--- config.mk ---
export PLATFORM = sky130hd
export DESIGN_NAME = lcdc_decoder
export DESIGN_NICKNAME = d
export VERILOG_FILES = /design/src/pkg/lcdc_pkg.sv /design/src/verilog/lcdc_decoder.sv
export SDC_FILE = /design/constraint.sdc
export NUM_CORES = 2
export LEC_CHECK = 0
export BUFFER_PORTS_ARGS = -buffer_cell sky130_fd_sc_hd__buf_2
export CAP_MARGIN = 0
export CORE_ASPECT_RATIO = 0.8
export CORE_MARGIN = 5
export CORE_UTILIZATION = 41
export DETAILED_ROUTE_END_ITERATION = 12
export GPL_ROUTABILITY_DRIVEN = 0
export HOLD_SLACK_MARGIN = 0.02
export SETUP_SLACK_MARGIN = 0.3
export SLEW_MARGIN = 20
export SYNTH_ARGS = -nofsm -noshare
export SYNTH_HDL_FRONTEND = slang
export SYNTH_SLANG_ARGS = --single-unit
--- constraint.sdc ---
create_clock -name SYS_CLK_I -period 7.8 [get_ports SYS_CLK_I]
set_input_delay 1.56 -clock SYS_CLK_I [delete_from_list [all_inputs] [get_ports SYS_CLK_I]]
set_output_delay 1.56 -clock SYS_CLK_I [all_outputs]
set_load 0.005 [all_outputs]
--- src/pkg/lcdc_pkg.sv ---
// Constants, types and the register map of the character display command decoder.
// Assumes a single 200 MHz system clock and an Avalon-MM register slave with byte addresses.
package lcdc_pkg;

  // ************************************************************
  // Clock and execution times
  // ************************************************************
  localparam int unsigned CLK_PERIOD_NS = 5;
  // Times at the slowest oscillator setting, in ns
  localparam int unsigned CLEAR_TIME_NS = 1080000;   // 1.08 ms
  localparam int unsigned EXEC_TIME_NS = 26300;      // 26.3 us
  // Least times round up to whole cycles
  localparam int unsigned CLEAR_CYCLES = (CLEAR_TIME_NS + CLK_PERIOD_NS - 1) / CLK_PERIOD_NS;
  localparam int unsigned EXEC_CYCLES = (EXEC_TIME_NS + CLK_PERIOD_NS - 1) / CLK_PERIOD_NS;
  localparam int unsigned BUSY_W = 20;

  // ************************************************************
  // Register map (byte offsets)
  // ************************************************************
  localparam int unsigned ADDR_W = 7;
  localparam logic [6:0] REG_CMD = 7'h00;
  localparam logic [6:0] REG_DATA = 7'h04;
  localparam logic [6:0] REG_CONFIG = 7'h08;
  localparam logic [6:0] REG_STATE = 7'h0c;
  localparam logic [6:0] REG_GLYPH = 7'h10;
  localparam logic [6:0] REG_ICON = 7'h14;
  localparam int unsigned ICON_WIN_BIT = 6;

  // ************************************************************
  // Memories, codes and icon geometry
  // ************************************************************
  localparam int unsigned DISPLAY_TEXT_RAM_DEPTH = 128;
  localparam int unsigned GLYPH_RAM_DEPTH = 64;
  localparam int unsigned ICON_DEPTH = 16;
  localparam logic [7:0] BLANK_CODE = 8'h20;
  localparam logic [6:0] AC_HOME = 7'h00;
  localparam logic [6:0] FILL_LAST = 7'h7f;
  localparam logic [2:0] GLYPH_LAST_ROW = 3'h7;
  localparam logic [4:0] GLYPH_ROW_ALL = 5'h1f;
  localparam int unsigned ICON_SEGS = 80;
  localparam int unsigned ICON_PAIR_SEGS = 20;
  localparam int unsigned ICON_SEG_MAX = 100;
  localparam int unsigned SEGS_PER_ADDR = 5;
  localparam int unsigned SEG_TOP_BIT = 4;

  // ************************************************************
  // Instruction classes: position of the highest set bit
  // ************************************************************
  localparam logic [3:0] OP_CLEAR = 4'h0;
  localparam logic [3:0] OP_HOME = 4'h1;
  localparam logic [3:0] OP_ENTRY = 4'h2;
  localparam logic [3:0] OP_DISP = 4'h3;
  localparam logic [3:0] OP_SHIFT = 4'h4;
  localparam logic [3:0] OP_FUNC = 4'h5;
  localparam logic [3:0] OP_GLYPH_RAM = 4'h6;
  localparam logic [3:0] OP_DISPLAY_TEXT_RAM = 4'h7;
  localparam logic [3:0] OP_NONE = 4'h8;

  typedef enum logic [1:0] {
    BUS_IDLE = 2'b01,
    BUS_ANS = 2'b10
  } lcdc_bus_e;

  typedef struct packed {
    logic glyph_sel;
    logic two_line;
    logic bus8;
    logic shift_en;
    logic inc;
    logic blink_on;
    logic cursor_on;
    logic display_on;
  } lcdc_mode_s;

  typedef struct packed {
    logic [6:0] pos;
    logic [2:0] row;
    logic [7:0] code;
  } lcdc_glyph_q_s;

endpackage : lcdc_pkg

--- src/verilog/lcdc_decoder.sv ---
// Instruction decoder, address counter and RAMs of a character display controller.
// Assumes an Avalon-MM master on the same clock and a strap pin from outside the clock domain.
//
// Overview of operation
// RL1 - Code bits 2..0 pick glyph slot
// RL2 - Row bits pick line; eighth ORs cursor
// RL3 - Data bits 4..0 are columns, 4 left
// RL4 - Upper code nibble zero selects glyph; bit3 ignored
// RL5 - Glyph bit one lights the pixel
// RL6 - Order one: icon segments ascend, pairs low
// RL7 - Order zero: icon segments run reversed
// RL8 - Instructions decoded only with strap high
// RL9 - Clear fills blanks, resets address counter
// RL10 - Home resets address and display shift
// RL11 - Entry mode sets direction and shift
// RL12 - Display control stores display, cursor, blink
// RL13 - Shift moves cursor or display only
// RL14 - Function set picks bus width, lines
// RL15 - Glyph address command loads six bits
// RL16 - Text address command loads seven bits
// RL17 - Status read gives busy and address
// RL18 - Data write stores, then address advances
// RL19 - Data read returns selected RAM byte
// RL20 - Host waits for not busy first
// RL21 - Busy holds for the execution time
//
// Implementation choices: the address map and the Avalon-MM interface to the registers.
`timescale 1ns/1ps
`default_nettype none

module lcdc_decoder
  import lcdc_pkg::*;
#(
  parameter int unsigned CLEAR_CYCLES_P = CLEAR_CYCLES,
  parameter int unsigned EXEC_CYCLES_P = EXEC_CYCLES
) (
  // Clock and reset
  input wire logic SYS_CLK_I,
  input wire logic RESET_I,
  // Avalon-MM slave
  input wire logic [ADDR_W-1:0] AVS_ADDRESS_I,
  input wire logic AVS_READ_I,
  input wire logic AVS_WRITE_I,
  input wire logic [31:0] AVS_WRITEDATA_I,
  output logic [31:0] AVS_READDATA_O,
  output logic AVS_WAITREQUEST_O,
  // Strap and status
  input wire logic INSTRUCTION_SET_STRAP_I,
  output logic BUSY_O,
  output logic DISPLAY_ON_O
);

  // ************************************************************
  // State
  // ************************************************************
  logic strap_q1_r;
  logic strap_r;
  lcdc_bus_e bus_st_r;
  logic wait_r;
  logic [31:0] rdata_r;
  lcdc_mode_s mode_r;
  logic [6:0] ac_r;
  logic [6:0] shift_r;
  logic busy_r;
  logic [BUSY_W-1:0] busy_cnt_r;
  logic fill_r;
  logic [6:0] fill_idx_r;
  logic nib_r;
  logic [3:0] nib_hi_r;
  logic order_r;
  logic pair_r;
  lcdc_glyph_q_s gq_r;
  logic [6:0] iq_r;
  logic [7:0] display_text_ram_r [DISPLAY_TEXT_RAM_DEPTH];
  logic [7:0] glyph_ram_r [GLYPH_RAM_DEPTH];
  logic [7:0] icon_r [ICON_DEPTH];

  // ************************************************************
  // Bus decode
  // ************************************************************
  logic req;
  logic start;
  logic done;
  logic is_cmd;
  logic is_data;
  logic is_icon;
  logic byte_done;
  logic [7:0] wbyte;
  logic [3:0] op;
  logic cmd_go;
  logic dwr_go;
  logic drd_go;
  logic [6:0] ac_step;
  logic [6:0] ac_adv;
  logic [6:0] shift_adv;
  logic [7:0] rd_byte;

  assign req = AVS_READ_I | AVS_WRITE_I;
  assign start = req & (bus_st_r == BUS_IDLE);
  assign done = req & (bus_st_r == BUS_ANS);
  assign is_cmd = (AVS_ADDRESS_I == REG_CMD);
  assign is_data = (AVS_ADDRESS_I == REG_DATA);
  assign is_icon = AVS_ADDRESS_I[ICON_WIN_BIT];
  // In 4-bit mode a byte completes on the second access, high nibble first
  assign byte_done = done & (is_cmd | is_data) & (mode_r.bus8 | nib_r);
  assign wbyte = mode_r.bus8 ? AVS_WRITEDATA_I[7:0] : {nib_hi_r, AVS_WRITEDATA_I[7:4]};
  // Instruction and data accesses made while busy are dropped; the host is expected to poll first
  assign cmd_go = byte_done & AVS_WRITE_I & is_cmd & ~busy_r & strap_r; // RL8 RL20
  assign dwr_go = byte_done & AVS_WRITE_I & is_data & ~busy_r;
  assign drd_go = byte_done & AVS_READ_I & is_data & ~busy_r;
  assign ac_step = mode_r.inc ? 7'(ac_r + 7'h01) : 7'(ac_r - 7'h01);
  assign ac_adv = mode_r.glyph_sel ? {1'b0, ac_step[5:0]} : ac_step;
  assign shift_adv = mode_r.inc ? 7'(shift_r + 7'h01) : 7'(shift_r - 7'h01);

  function automatic logic [3:0] msb_pos(input logic [7:0] b);
    logic [3:0] p;
    p = OP_NONE;
    for (int i = 0; i < 8; i++) begin
      if (b[i]) begin
        p = 4'(i);
      end
    end
    return p;
  endfunction : msb_pos

  assign op = msb_pos(wbyte);

  // ************************************************************
  // Glyph and icon lookup
  // ************************************************************
  function automatic logic [8:0] glyph_row(input lcdc_glyph_q_s q);
    logic user;
    logic [4:0] px;
    user = (q.code[7:4] == 4'h0); // RL4
    px = glyph_ram_r[{q.code[2:0], q.row}][4:0]; // RL1 RL2 RL3
    if (q.row == GLYPH_LAST_ROW && mode_r.cursor_on && q.pos == ac_r && !mode_r.glyph_sel) begin
      px = px | GLYPH_ROW_ALL; // RL2
    end
    if (!user) begin
      px = 5'h00;
    end
    return {user, 3'h0, px}; // RL5
  endfunction : glyph_row

  function automatic logic icon_lit(input logic [6:0] seg);
    int s;
    int k;
    logic ok;
    s = int'(seg);
    k = 0;
    ok = 1'b0;
    if (order_r) begin
      if (s >= 1 && s <= ICON_SEGS) begin // RL6
        k = s - 1;
        ok = 1'b1;
      end else if (!pair_r && s > ICON_SEGS && s <= ICON_SEG_MAX) begin // RL6
        k = s - ICON_SEGS - 1;
        ok = 1'b1;
      end
    end else if (pair_r) begin
      if (s >= 1 && s <= ICON_SEGS) begin // RL7
        k = ICON_SEGS - s;
        ok = 1'b1;
      end
    end else if (s >= 1 && s <= ICON_PAIR_SEGS) begin // RL7
      k = ICON_PAIR_SEGS - s;
      ok = 1'b1;
    end else if (s > ICON_PAIR_SEGS && s <= ICON_SEG_MAX) begin // RL7
      k = ICON_SEG_MAX - s;
      ok = 1'b1;
    end
    return ok & icon_r[k / SEGS_PER_ADDR][SEG_TOP_BIT - (k % SEGS_PER_ADDR)];
  endfunction : icon_lit

  // ************************************************************
  // Strap synchroniser
  // ************************************************************
  always_ff @(posedge SYS_CLK_I or posedge RESET_I) begin
    if (RESET_I) begin
      strap_q1_r <= 1'b0;
      strap_r <= 1'b0;
    end else begin
      strap_q1_r <= INSTRUCTION_SET_STRAP_I;
      strap_r <= strap_q1_r;
    end
  end

  // ************************************************************
  // Avalon handshake and read data
  // ************************************************************
  // Byte read from RAM or status; idle RAM reads while busy give zero
  always_comb begin
    if (is_cmd) begin
      rd_byte = {busy_r, ac_r}; // RL17
    end else if (busy_r) begin
      rd_byte = 8'h00;
    end else if (mode_r.glyph_sel) begin
      rd_byte = glyph_ram_r[ac_r[5:0]]; // RL19
    end else begin
      rd_byte = display_text_ram_r[ac_r]; // RL19
    end
  end

  always_ff @(posedge SYS_CLK_I or posedge RESET_I) begin
    if (RESET_I) begin
      bus_st_r <= BUS_IDLE;
      wait_r <= 1'b1;
    end else begin
      case (bus_st_r)
        BUS_IDLE: begin
          if (start) begin
            bus_st_r <= BUS_ANS;
            wait_r <= 1'b0;
          end
        end
        BUS_ANS: begin
          bus_st_r <= BUS_IDLE;
          wait_r <= 1'b1;
        end
        default: begin
          bus_st_r <= BUS_IDLE;
          wait_r <= 1'b1;
        end
      endcase
    end
  end

  always_ff @(posedge SYS_CLK_I or posedge RESET_I) begin
    if (RESET_I) begin
      rdata_r <= 32'h0;
    end else if (start && AVS_READ_I) begin
      if (is_cmd || is_data) begin
        if (mode_r.bus8) begin
          rdata_r <= {24'h0, rd_byte};
        end else begin
          rdata_r <= {24'h0, (nib_r ? rd_byte[3:0] : rd_byte[7:4]), 4'h0};
        end
      end else if (is_icon) begin
        rdata_r <= {24'h0, icon_r[AVS_ADDRESS_I[5:2]]};
      end else if (AVS_ADDRESS_I == REG_CONFIG) begin
        rdata_r <= {30'h0, pair_r, order_r};
      end else if (AVS_ADDRESS_I == REG_STATE) begin
        rdata_r <= {8'h0, strap_r, shift_r, busy_r, ac_r, mode_r};
      end else if (AVS_ADDRESS_I == REG_GLYPH) begin
        rdata_r <= {23'h0, glyph_row(gq_r)};
      end else if (AVS_ADDRESS_I == REG_ICON) begin
        rdata_r <= {31'h0, icon_lit(iq_r)};
      end else begin
        rdata_r <= 32'h0;
      end
    end
  end

  // ************************************************************
  // Software-side configuration and query registers
  // ************************************************************
  always_ff @(posedge SYS_CLK_I or posedge RESET_I) begin
    if (RESET_I) begin
      order_r <= 1'b1;
      pair_r <= 1'b1;
      gq_r <= '0;
      iq_r <= 7'h00;
    end else if (done && AVS_WRITE_I) begin
      if (AVS_ADDRESS_I == REG_CONFIG) begin
        order_r <= AVS_WRITEDATA_I[0];
        pair_r <= AVS_WRITEDATA_I[1];
      end else if (AVS_ADDRESS_I == REG_GLYPH) begin
        gq_r <= AVS_WRITEDATA_I[$bits(lcdc_glyph_q_s)-1:0];
      end else if (AVS_ADDRESS_I == REG_ICON) begin
        iq_r <= AVS_WRITEDATA_I[6:0];
      end
    end
  end

  // ************************************************************
  // Nibble pairing for the 4-bit bus
  // ************************************************************
  always_ff @(posedge SYS_CLK_I or posedge RESET_I) begin
    if (RESET_I) begin
      nib_r <= 1'b0;
      nib_hi_r <= 4'h0;
    end else if (mode_r.bus8) begin
      nib_r <= 1'b0;
    end else if (done && (is_cmd || is_data)) begin // RL14
      nib_r <= ~nib_r;
      if (!nib_r) begin
        nib_hi_r <= AVS_WRITEDATA_I[7:4];
      end
    end
  end

  // ************************************************************
  // Instruction execution: mode, address counter, display shift
  // ************************************************************
  always_ff @(posedge SYS_CLK_I or posedge RESET_I) begin
    if (RESET_I) begin
      mode_r <= '0;
      mode_r.bus8 <= 1'b1;
      mode_r.inc <= 1'b1;
      ac_r <= AC_HOME;
      shift_r <= 7'h00;
    end else if (cmd_go) begin
      case (op)
        OP_CLEAR: begin
          ac_r <= AC_HOME; // RL9
        end
        OP_HOME: begin
          ac_r <= AC_HOME; // RL10
          shift_r <= 7'h00;
        end
        OP_ENTRY: begin
          mode_r.inc <= wbyte[1]; // RL11
          mode_r.shift_en <= wbyte[0];
        end
        OP_DISP: begin
          mode_r.display_on <= wbyte[2]; // RL12
          mode_r.cursor_on <= wbyte[1];
          mode_r.blink_on <= wbyte[0];
        end
        OP_SHIFT: begin
          if (wbyte[3]) begin // RL13
            shift_r <= wbyte[2] ? 7'(shift_r + 7'h01) : 7'(shift_r - 7'h01);
          end else begin
            ac_r <= wbyte[2] ? 7'(ac_r + 7'h01) : 7'(ac_r - 7'h01);
          end
        end
        OP_FUNC: begin
          mode_r.bus8 <= wbyte[4]; // RL14
          mode_r.two_line <= wbyte[3];
        end
        OP_GLYPH_RAM: begin
          ac_r <= {1'b0, wbyte[5:0]}; // RL15
          mode_r.glyph_sel <= 1'b1;
        end
        OP_DISPLAY_TEXT_RAM: begin
          ac_r <= wbyte[6:0]; // RL16
          mode_r.glyph_sel <= 1'b0;
        end
        default: begin
          ac_r <= ac_r;
        end
      endcase
    end else if (dwr_go || drd_go) begin
      ac_r <= ac_adv; // RL11 RL18
      if (mode_r.shift_en) begin
        shift_r <= shift_adv; // RL11
      end
    end
  end

  // ************************************************************
  // Busy timer and clear fill
  // ************************************************************
  // Fill runs one entry a cycle; the clear busy time must cover all entries
  always_ff @(posedge SYS_CLK_I or posedge RESET_I) begin
    if (RESET_I) begin
      busy_r <= 1'b0;
      busy_cnt_r <= '0;
      fill_r <= 1'b0;
      fill_idx_r <= 7'h00;
    end else begin
      if (cmd_go || dwr_go || drd_go) begin
        busy_r <= 1'b1; // RL21
        if (cmd_go && (op == OP_CLEAR || op == OP_HOME)) begin
          busy_cnt_r <= BUSY_W'(CLEAR_CYCLES_P - 1);
        end else begin
          busy_cnt_r <= BUSY_W'(EXEC_CYCLES_P - 1);
        end
      end else if (busy_r) begin
        if (busy_cnt_r == '0) begin
          busy_r <= 1'b0;
        end else begin
          busy_cnt_r <= busy_cnt_r - 1'b1;
        end
      end
      if (cmd_go && op == OP_CLEAR) begin
        fill_r <= 1'b1; // RL9
        fill_idx_r <= 7'h00;
      end else if (fill_r) begin
        fill_idx_r <= 7'(fill_idx_r + 7'h01);
        if (fill_idx_r == FILL_LAST) begin
          fill_r <= 1'b0;
        end
      end
    end
  end

  // ************************************************************
  // RAM writes
  // ************************************************************
  always_ff @(posedge SYS_CLK_I) begin
    if (fill_r) begin
      display_text_ram_r[fill_idx_r] <= BLANK_CODE; // RL9
    end else if (dwr_go && !mode_r.glyph_sel) begin
      display_text_ram_r[ac_r] <= wbyte; // RL18
    end
  end

  always_ff @(posedge SYS_CLK_I) begin
    if (dwr_go && mode_r.glyph_sel) begin
      glyph_ram_r[ac_r[5:0]] <= wbyte; // RL18
    end
  end

  always_ff @(posedge SYS_CLK_I) begin
    if (done && AVS_WRITE_I && is_icon) begin
      icon_r[AVS_ADDRESS_I[5:2]] <= AVS_WRITEDATA_I[7:0];
    end
  end

  // ************************************************************
  // Outputs
  // ************************************************************
  assign AVS_READDATA_O = rdata_r;
  assign AVS_WAITREQUEST_O = wait_r;
  always_ff @(posedge SYS_CLK_I or posedge RESET_I) begin
    if (RESET_I) begin
      BUSY_O <= 1'b0;
      DISPLAY_ON_O <= 1'b0;
    end else begin
      BUSY_O <= busy_r;
      DISPLAY_ON_O <= mode_r.display_on;
    end
  end

  // ************************************************************
  // Assertions
  // ************************************************************
  busy_set_a: assert property ( // RL21
    @(posedge SYS_CLK_I) disable iff (RESET_I)
    (cmd_go || dwr_go || drd_go) |=> busy_r ##1 BUSY_O)
    else $error("busy not raised after accepted access");

  busy_hold_a: assert property ( // RL21
    @(posedge SYS_CLK_I) disable iff (RESET_I)
    (busy_r && busy_cnt_r != '0) |=> busy_r)
    else $error("busy dropped before its time");

  clear_ac_a: assert property ( // RL9
    @(posedge SYS_CLK_I) disable iff (RESET_I)
    (cmd_go && op == OP_CLEAR) |=> (ac_r == AC_HOME) && fill_r && busy_r)
    else $error("clear did not reset address and start fill");

  fill_end_a: assert property ( // RL9
    @(posedge SYS_CLK_I) disable iff (RESET_I)
    $fell(busy_r) |-> !fill_r)
    else $error("busy ended while blank fill still running");

  home_a: assert property ( // RL10
    @(posedge SYS_CLK_I) disable iff (RESET_I)
    (cmd_go && op == OP_HOME) |=> (ac_r == AC_HOME) && (shift_r == 7'h00) && !fill_r)
    else $error("home did not reset address and shift");

  glyph_addr_a: assert property ( // RL15
    @(posedge SYS_CLK_I) disable iff (RESET_I)
    (cmd_go && op == OP_GLYPH_RAM) |=> mode_r.glyph_sel && (ac_r == {1'b0, $past(wbyte[5:0])}))
    else $error("glyph address command mis-loaded");

  text_addr_a: assert property ( // RL16
    @(posedge SYS_CLK_I) disable iff (RESET_I)
    (cmd_go && op == OP_DISPLAY_TEXT_RAM) |=> !mode_r.glyph_sel && (ac_r == $past(wbyte[6:0])))
    else $error("text address command mis-loaded");

  status_read_a: assert property ( // RL17
    @(posedge SYS_CLK_I) disable iff (RESET_I)
    (start && AVS_READ_I && is_cmd && mode_r.bus8) |=>
      !AVS_WAITREQUEST_O && (AVS_READDATA_O[7:0] == {$past(busy_r), $past(ac_r)}))
    else $error("status read wrong or late");

  data_adv_a: assert property ( // RL18
    @(posedge SYS_CLK_I) disable iff (RESET_I)
    (dwr_go && mode_r.inc && !mode_r.glyph_sel) |=> ac_r == 7'($past(ac_r) + 7'h01))
    else $error("address not advanced after data write");

  user_glyph_a: assert property ( // RL4
    @(posedge SYS_CLK_I) disable iff (RESET_I)
    (start && AVS_READ_I && AVS_ADDRESS_I == REG_GLYPH && gq_r.code[7:4] != 4'h0) |=>
      AVS_READDATA_O == 32'h0)
    else $error("non-user code returned glyph pixels");

  strap_gate_a: assert property ( // RL8
    @(posedge SYS_CLK_I) disable iff (RESET_I)
    (!strap_r && byte_done && AVS_WRITE_I && is_cmd) |=>
      (mode_r == $past(mode_r)) && (ac_r == $past(ac_r)))
    else $error("instruction executed with strap low");

endmodule : lcdc_decoder

`default_nettype wire

==> results by group <==
Clock network
  • Clock buffer depth: 3
  • Clk_lat worst skew: slightly below 0.8 ns
  • CTS Root Cell: clkbuf_16
  • CTS Buf Count: 167
  • Depth of the CTS H-tree: 4
  • Clk sinks: between 1,500 and 2,000
  • Clk slew on worst S/H paths: 0.06 ns
  • Postcts setup bufs: 0
  • CTS tree: built

Placement
  • Placed cell count: 6,854
  • IO Port Bufs: 56
  • Detailed placer's ending HPWL: 125,600 µm

GRT
  • Total gr overflow: 0
  • Initial antenna violation count: 4
  • Largest net degree at the start of global routing: between 100 and 150
  • First-pass GRT wire length: 307,600 µm
  • Number of global-route vias before repair: about 43,000
  • Total GRT Usage: 0.2228

Layout
  • Final core utilization: 0.4594
  • Commonest cells after routing, fill and taps aside: 1,664 x edfxtp_1, 670 x a22oi_1, 312 x nor2_1
  • Sequential standard cell area: 52,790 µm²
  • Commonest non-fill, non-tap cell in the layout: edfxtp_1
  • Fraction of layout cells with a size suffix above 1: 0.1415
  • Area growth from synthesis to layout: 11.52%
  • Area of the multi-input gates: 18,630 µm²
  • Final Instance Count excl. Fillers: just over 7,000
  • Number of fillers in the final layout: 15,180
  • # nets final: 4,705

Timing
  • Fin. Hold Viols: 0
  • Worst Max-Slew Pin Slew: about 1.1 ns
  • Layout Skew: between 0.02 and 0.03 ns
  • RSZ-0062 raised after global routing: no
  • Min Tclk post-route: around 7 ns
  • Fin Hold WS: 0.3577 ns
  • Final setup vio count: 0
  • Slew Limit Fails: 0
  • Setup total negative slack: 0 ns
  • Highest clock rate: 143.6 MHz
  • Slew headroom: 0.2392
  • Fin crit share: 0.8931

Logic synthesis
  • Mux contribution to synthesized area: 0.05593
  • EDFF count, synth: 1,664
  • Post-Syn Instances: between 4,000 and 5,000
  • Post-Synth Adder-Cell Area: 0.003387
  • Synthesized flop and latch total: 1,776
  • Largest family of logic cells by synthesized area: compound AO/OA/AOI/OAI gates
  • Synthesized area: 72,770 µm²
  • Mean Syn Cell Area: about 16 µm²
  • Primary FF master, synth: edfxtp_1
  • Simple-gate share of the synthesized area: 0.05873
  • Post-Synth XOR/XNOR Area: 0.005038
  • YS warnings: 0
  • Synth Area in Compound Gates: 0.1302
  • Sequential area share after synthesis: 0.7253
  • Asr flop ratio synth: 0.06306
  • Yosys cell types: 101

Power and ir drop
  • P_int: 15.39 mW
  • Leakage power: 27.15 nW
  • Seq pwr share: 0.513
  • Power Dens Cells: 250.5 nW/µm²
  • Clock network fraction of total power: 0.383
  • Total Power: 20.32 mW
  • Psw: around 5 mW
  • Worst IR Drop VDD: 0.2448 mV
  • Sw frac: 0.2430
  • Logic pwr share: 0.104

Flow run
  • Maxcap violations: 0

Drt
  • Drt pass-1 iters: 6
  • WL final: 212,000 µm
  • Drc violations: 0
  • Met2 routed WL: between 90,000 and 100,000 µm
  • Met1 Routed Length: 90,400 µm
  • Vias: approximately 45,000
  • Max Used Layer: met5
  • Vias per inst: about 6.3
  • Routed wire length per instance: approximately 30 µm
  • Final ANT Viol Nets: 0
  • Iter 0 DRT Violations: 5,990
  • DR WL met3: around 22,000 µm

Critical path
  • R2r startpoint: iq_r[5]
  • Critical Path RT: 8.44 ns
  • Crit. End Element: flop
  • WP data arrival: 7.61 ns
  • Worst Setup Path Type: reg2reg
  • Critical path startpoint category: flop
  • Worst setup startpoint: iq_r[5]
  • Critical Path Fanout Max: 11

Die
  • Core ar.: ~180,000 µm²
  • Initial Util: 0.4120
  • Die Span Y: 386.8 µm
  • Row count: 138
  • Ports: between 70 and 80
  • Die width: 481.0 µm
  • Die area: 186,100 µm²

Min path
  • Min-delay worst type: reg2reg
  • Hold Startpoint: strap_q1_r

Run status
  • Status: complete, no violations
==> flip-flops by register name (all words and copies together), names as in the netlist, 2 cells and up <==
name / cells
display_text_ram_r: 1024
glyph_ram_r: 512
icon_r: 128
AVS_READDATA_O: 24
busy_cnt_r: 20
gq_r: 17
mode_r: 8
ac_r: 7
fill_idx_r: 7
iq_r: 7
shift_r: 7
nib_hi_r: 4
bus_st_r: 2
==> metal layers <==
| metal | track usage | vias up |
|---|---|---|
| li1 | - | 19000 |
| met1 | 0.3363 | 23160 |
| met2 | 0.3248 | 2499 |
| met3 | 0.04799 | 356 |
| met4 | 0.06621 | 2 |
| met5 | 0 | - |
==> path summary, 6_finish.rpt <==
path,end,slack [ns],cells after the start
max,AVS_READDATA_O[0],0.83,25
min,strap_r,0.36,0
max reg2reg,AVS_READDATA_O[0],0.83,25
min reg2reg,strap_r,0.36,0
max in group asynchronous,ac_r[5],5.54,3
min in group asynchronous,busy_cnt_r[0],0.95,2
==> critical path, stage by stage, from the launching register on <==
cell and delay, ns:
dfrtp_1 0.50, clkinv_1 0.31, ha_1 0.36, ha_1 0.30, o41a_1 0.54, maj3_2 0.38
a221oi_4 0.43, o21ai_2 0.22, o32ai_1 0.31, or3_1 0.21, o2111ai_1 0.18, and2_4 0.20
xnor2_1 0.26, ha_1 0.25, nor2b_1 0.18, nor2_1 0.08, a21o_2 0.35, nor2_4 0.36
nand2_1 0.10, nand2_1 0.09, ha_1 0.19, xor2_2 0.25, o211ai_1 0.14, a311o_1 0.38
nand4_1 0.11, nand4_1 0.12
==> cells by family after synthesis <==
group | after synthesis
flops | 1776
compound gates | 1275
simple gates | 913
buf+inv | 388
mux | 218
xor+xnor | 41
fa+ha+maj | 20
other cells | 1
==> Yosys cell counts, types with 6 or more instances <==
| cell type | n | area [µm²] |
|---|---|---|
| o211ai_1 | 46 | 345.3 |
| nor2b_1 | 13 | 81.33 |
| nor4_1 | 19 | 118.9 |
| nand2_1 | 233 | 874.6 |
| inv_1 | 34 | 127.6 |
| or2_2 | 19 | 118.9 |
| edfxtp_1 | 1664 | 49970 |
| a22oi_1 | 670 | 5030 |
| o21ai_0 | 110 | 550.5 |
| mux2_2 | 36 | 405.4 |
| xnor2_1 | 27 | 236.5 |
| a31oi_1 | 37 | 231.5 |
| clkbuf_1 | 232 | 870.8 |
| a41oi_1 | 59 | 516.8 |
| a211oi_1 | 16 | 120.1 |
| nand4_1 | 121 | 757.0 |
| and2_1 | 8 | 50.05 |
| a21oi_1 | 78 | 390.4 |
| mux2i_1 | 32 | 320.3 |
| xor2_1 | 13 | 113.9 |
| buf_1 | 89 | 334.1 |
| buf_2 | 10 | 50.05 |
| nor2_1 | 325 | 1220 |
| nand3_1 | 65 | 325.3 |
| nor3_1 | 37 | 185.2 |
| or3_1 | 11 | 68.82 |
| a221oi_1 | 61 | 534.3 |
| a211o_1 | 8 | 70.07 |
| buf_4 | 14 | 105.1 |
| a41o_1 | 16 | 160.2 |
| a311oi_1 | 7 | 61.31 |
| dfrtp_1 | 107 | 2678 |
| o21a_1 | 12 | 90.09 |
| a22o_1 | 60 | 525.5 |
| mux4_2 | 147 | 3311 |
| nand2b_1 | 16 | 100.1 |
| o22ai_1 | 12 | 75.07 |
| nor3b_1 | 6 | 45.04 |
| or4_1 | 6 | 45.04 |
| o21ai_1 | 9 | 45.04 |
| o2111ai_1 | 8 | 70.07 |
| ha_1 | 18 | 225.2 |
| and3_1 | 8 | 50.05 |
==> power by group through the flow <==
stage / registers (mW) / clock network [mW] / logic (mW)
2_1_floorplan: 10.6 / 0 / 1.54
3_3_place_gp: 10.6 / 0 / 2.05
3_5_place_dp: 10.6 / 0 / 2.06
4_1_cts: 10.4 / 7.88 / 2.07
5_1_grt: 10.4 / 8.26 / 2.26
6_report: 10.4 / 7.79 / 2.11
==> stage by stage <==
stage,worst slack (ns),instance area (µm²)
after CTS,0.8357,81140
after floorplan,-0.03432,72800
final,0.8339,81150
after global placement,0.9217,76040
after detailed placement,0.8917,76040
after global routing,0.3365,81150
==> cell type report <==
class                   instances  share of cell area
flip-flops and latches       1776              0.6506
multi-input cells            2475              0.2296
clock buffers                 219             0.05523
well taps                    2380             0.03670
repair buffers                186             0.01856
clock inverters                78            0.007617
inverters                      37            0.001742
diodes                          1          0.00003084
==> repair_timing <==
item | CTS | global route
hold buffers | 0 | 0
resized for setup | 0 | 3
endpoints found under the setup margin | 0 | 1
No activity file was read; power rests on OpenSTA's default activity.
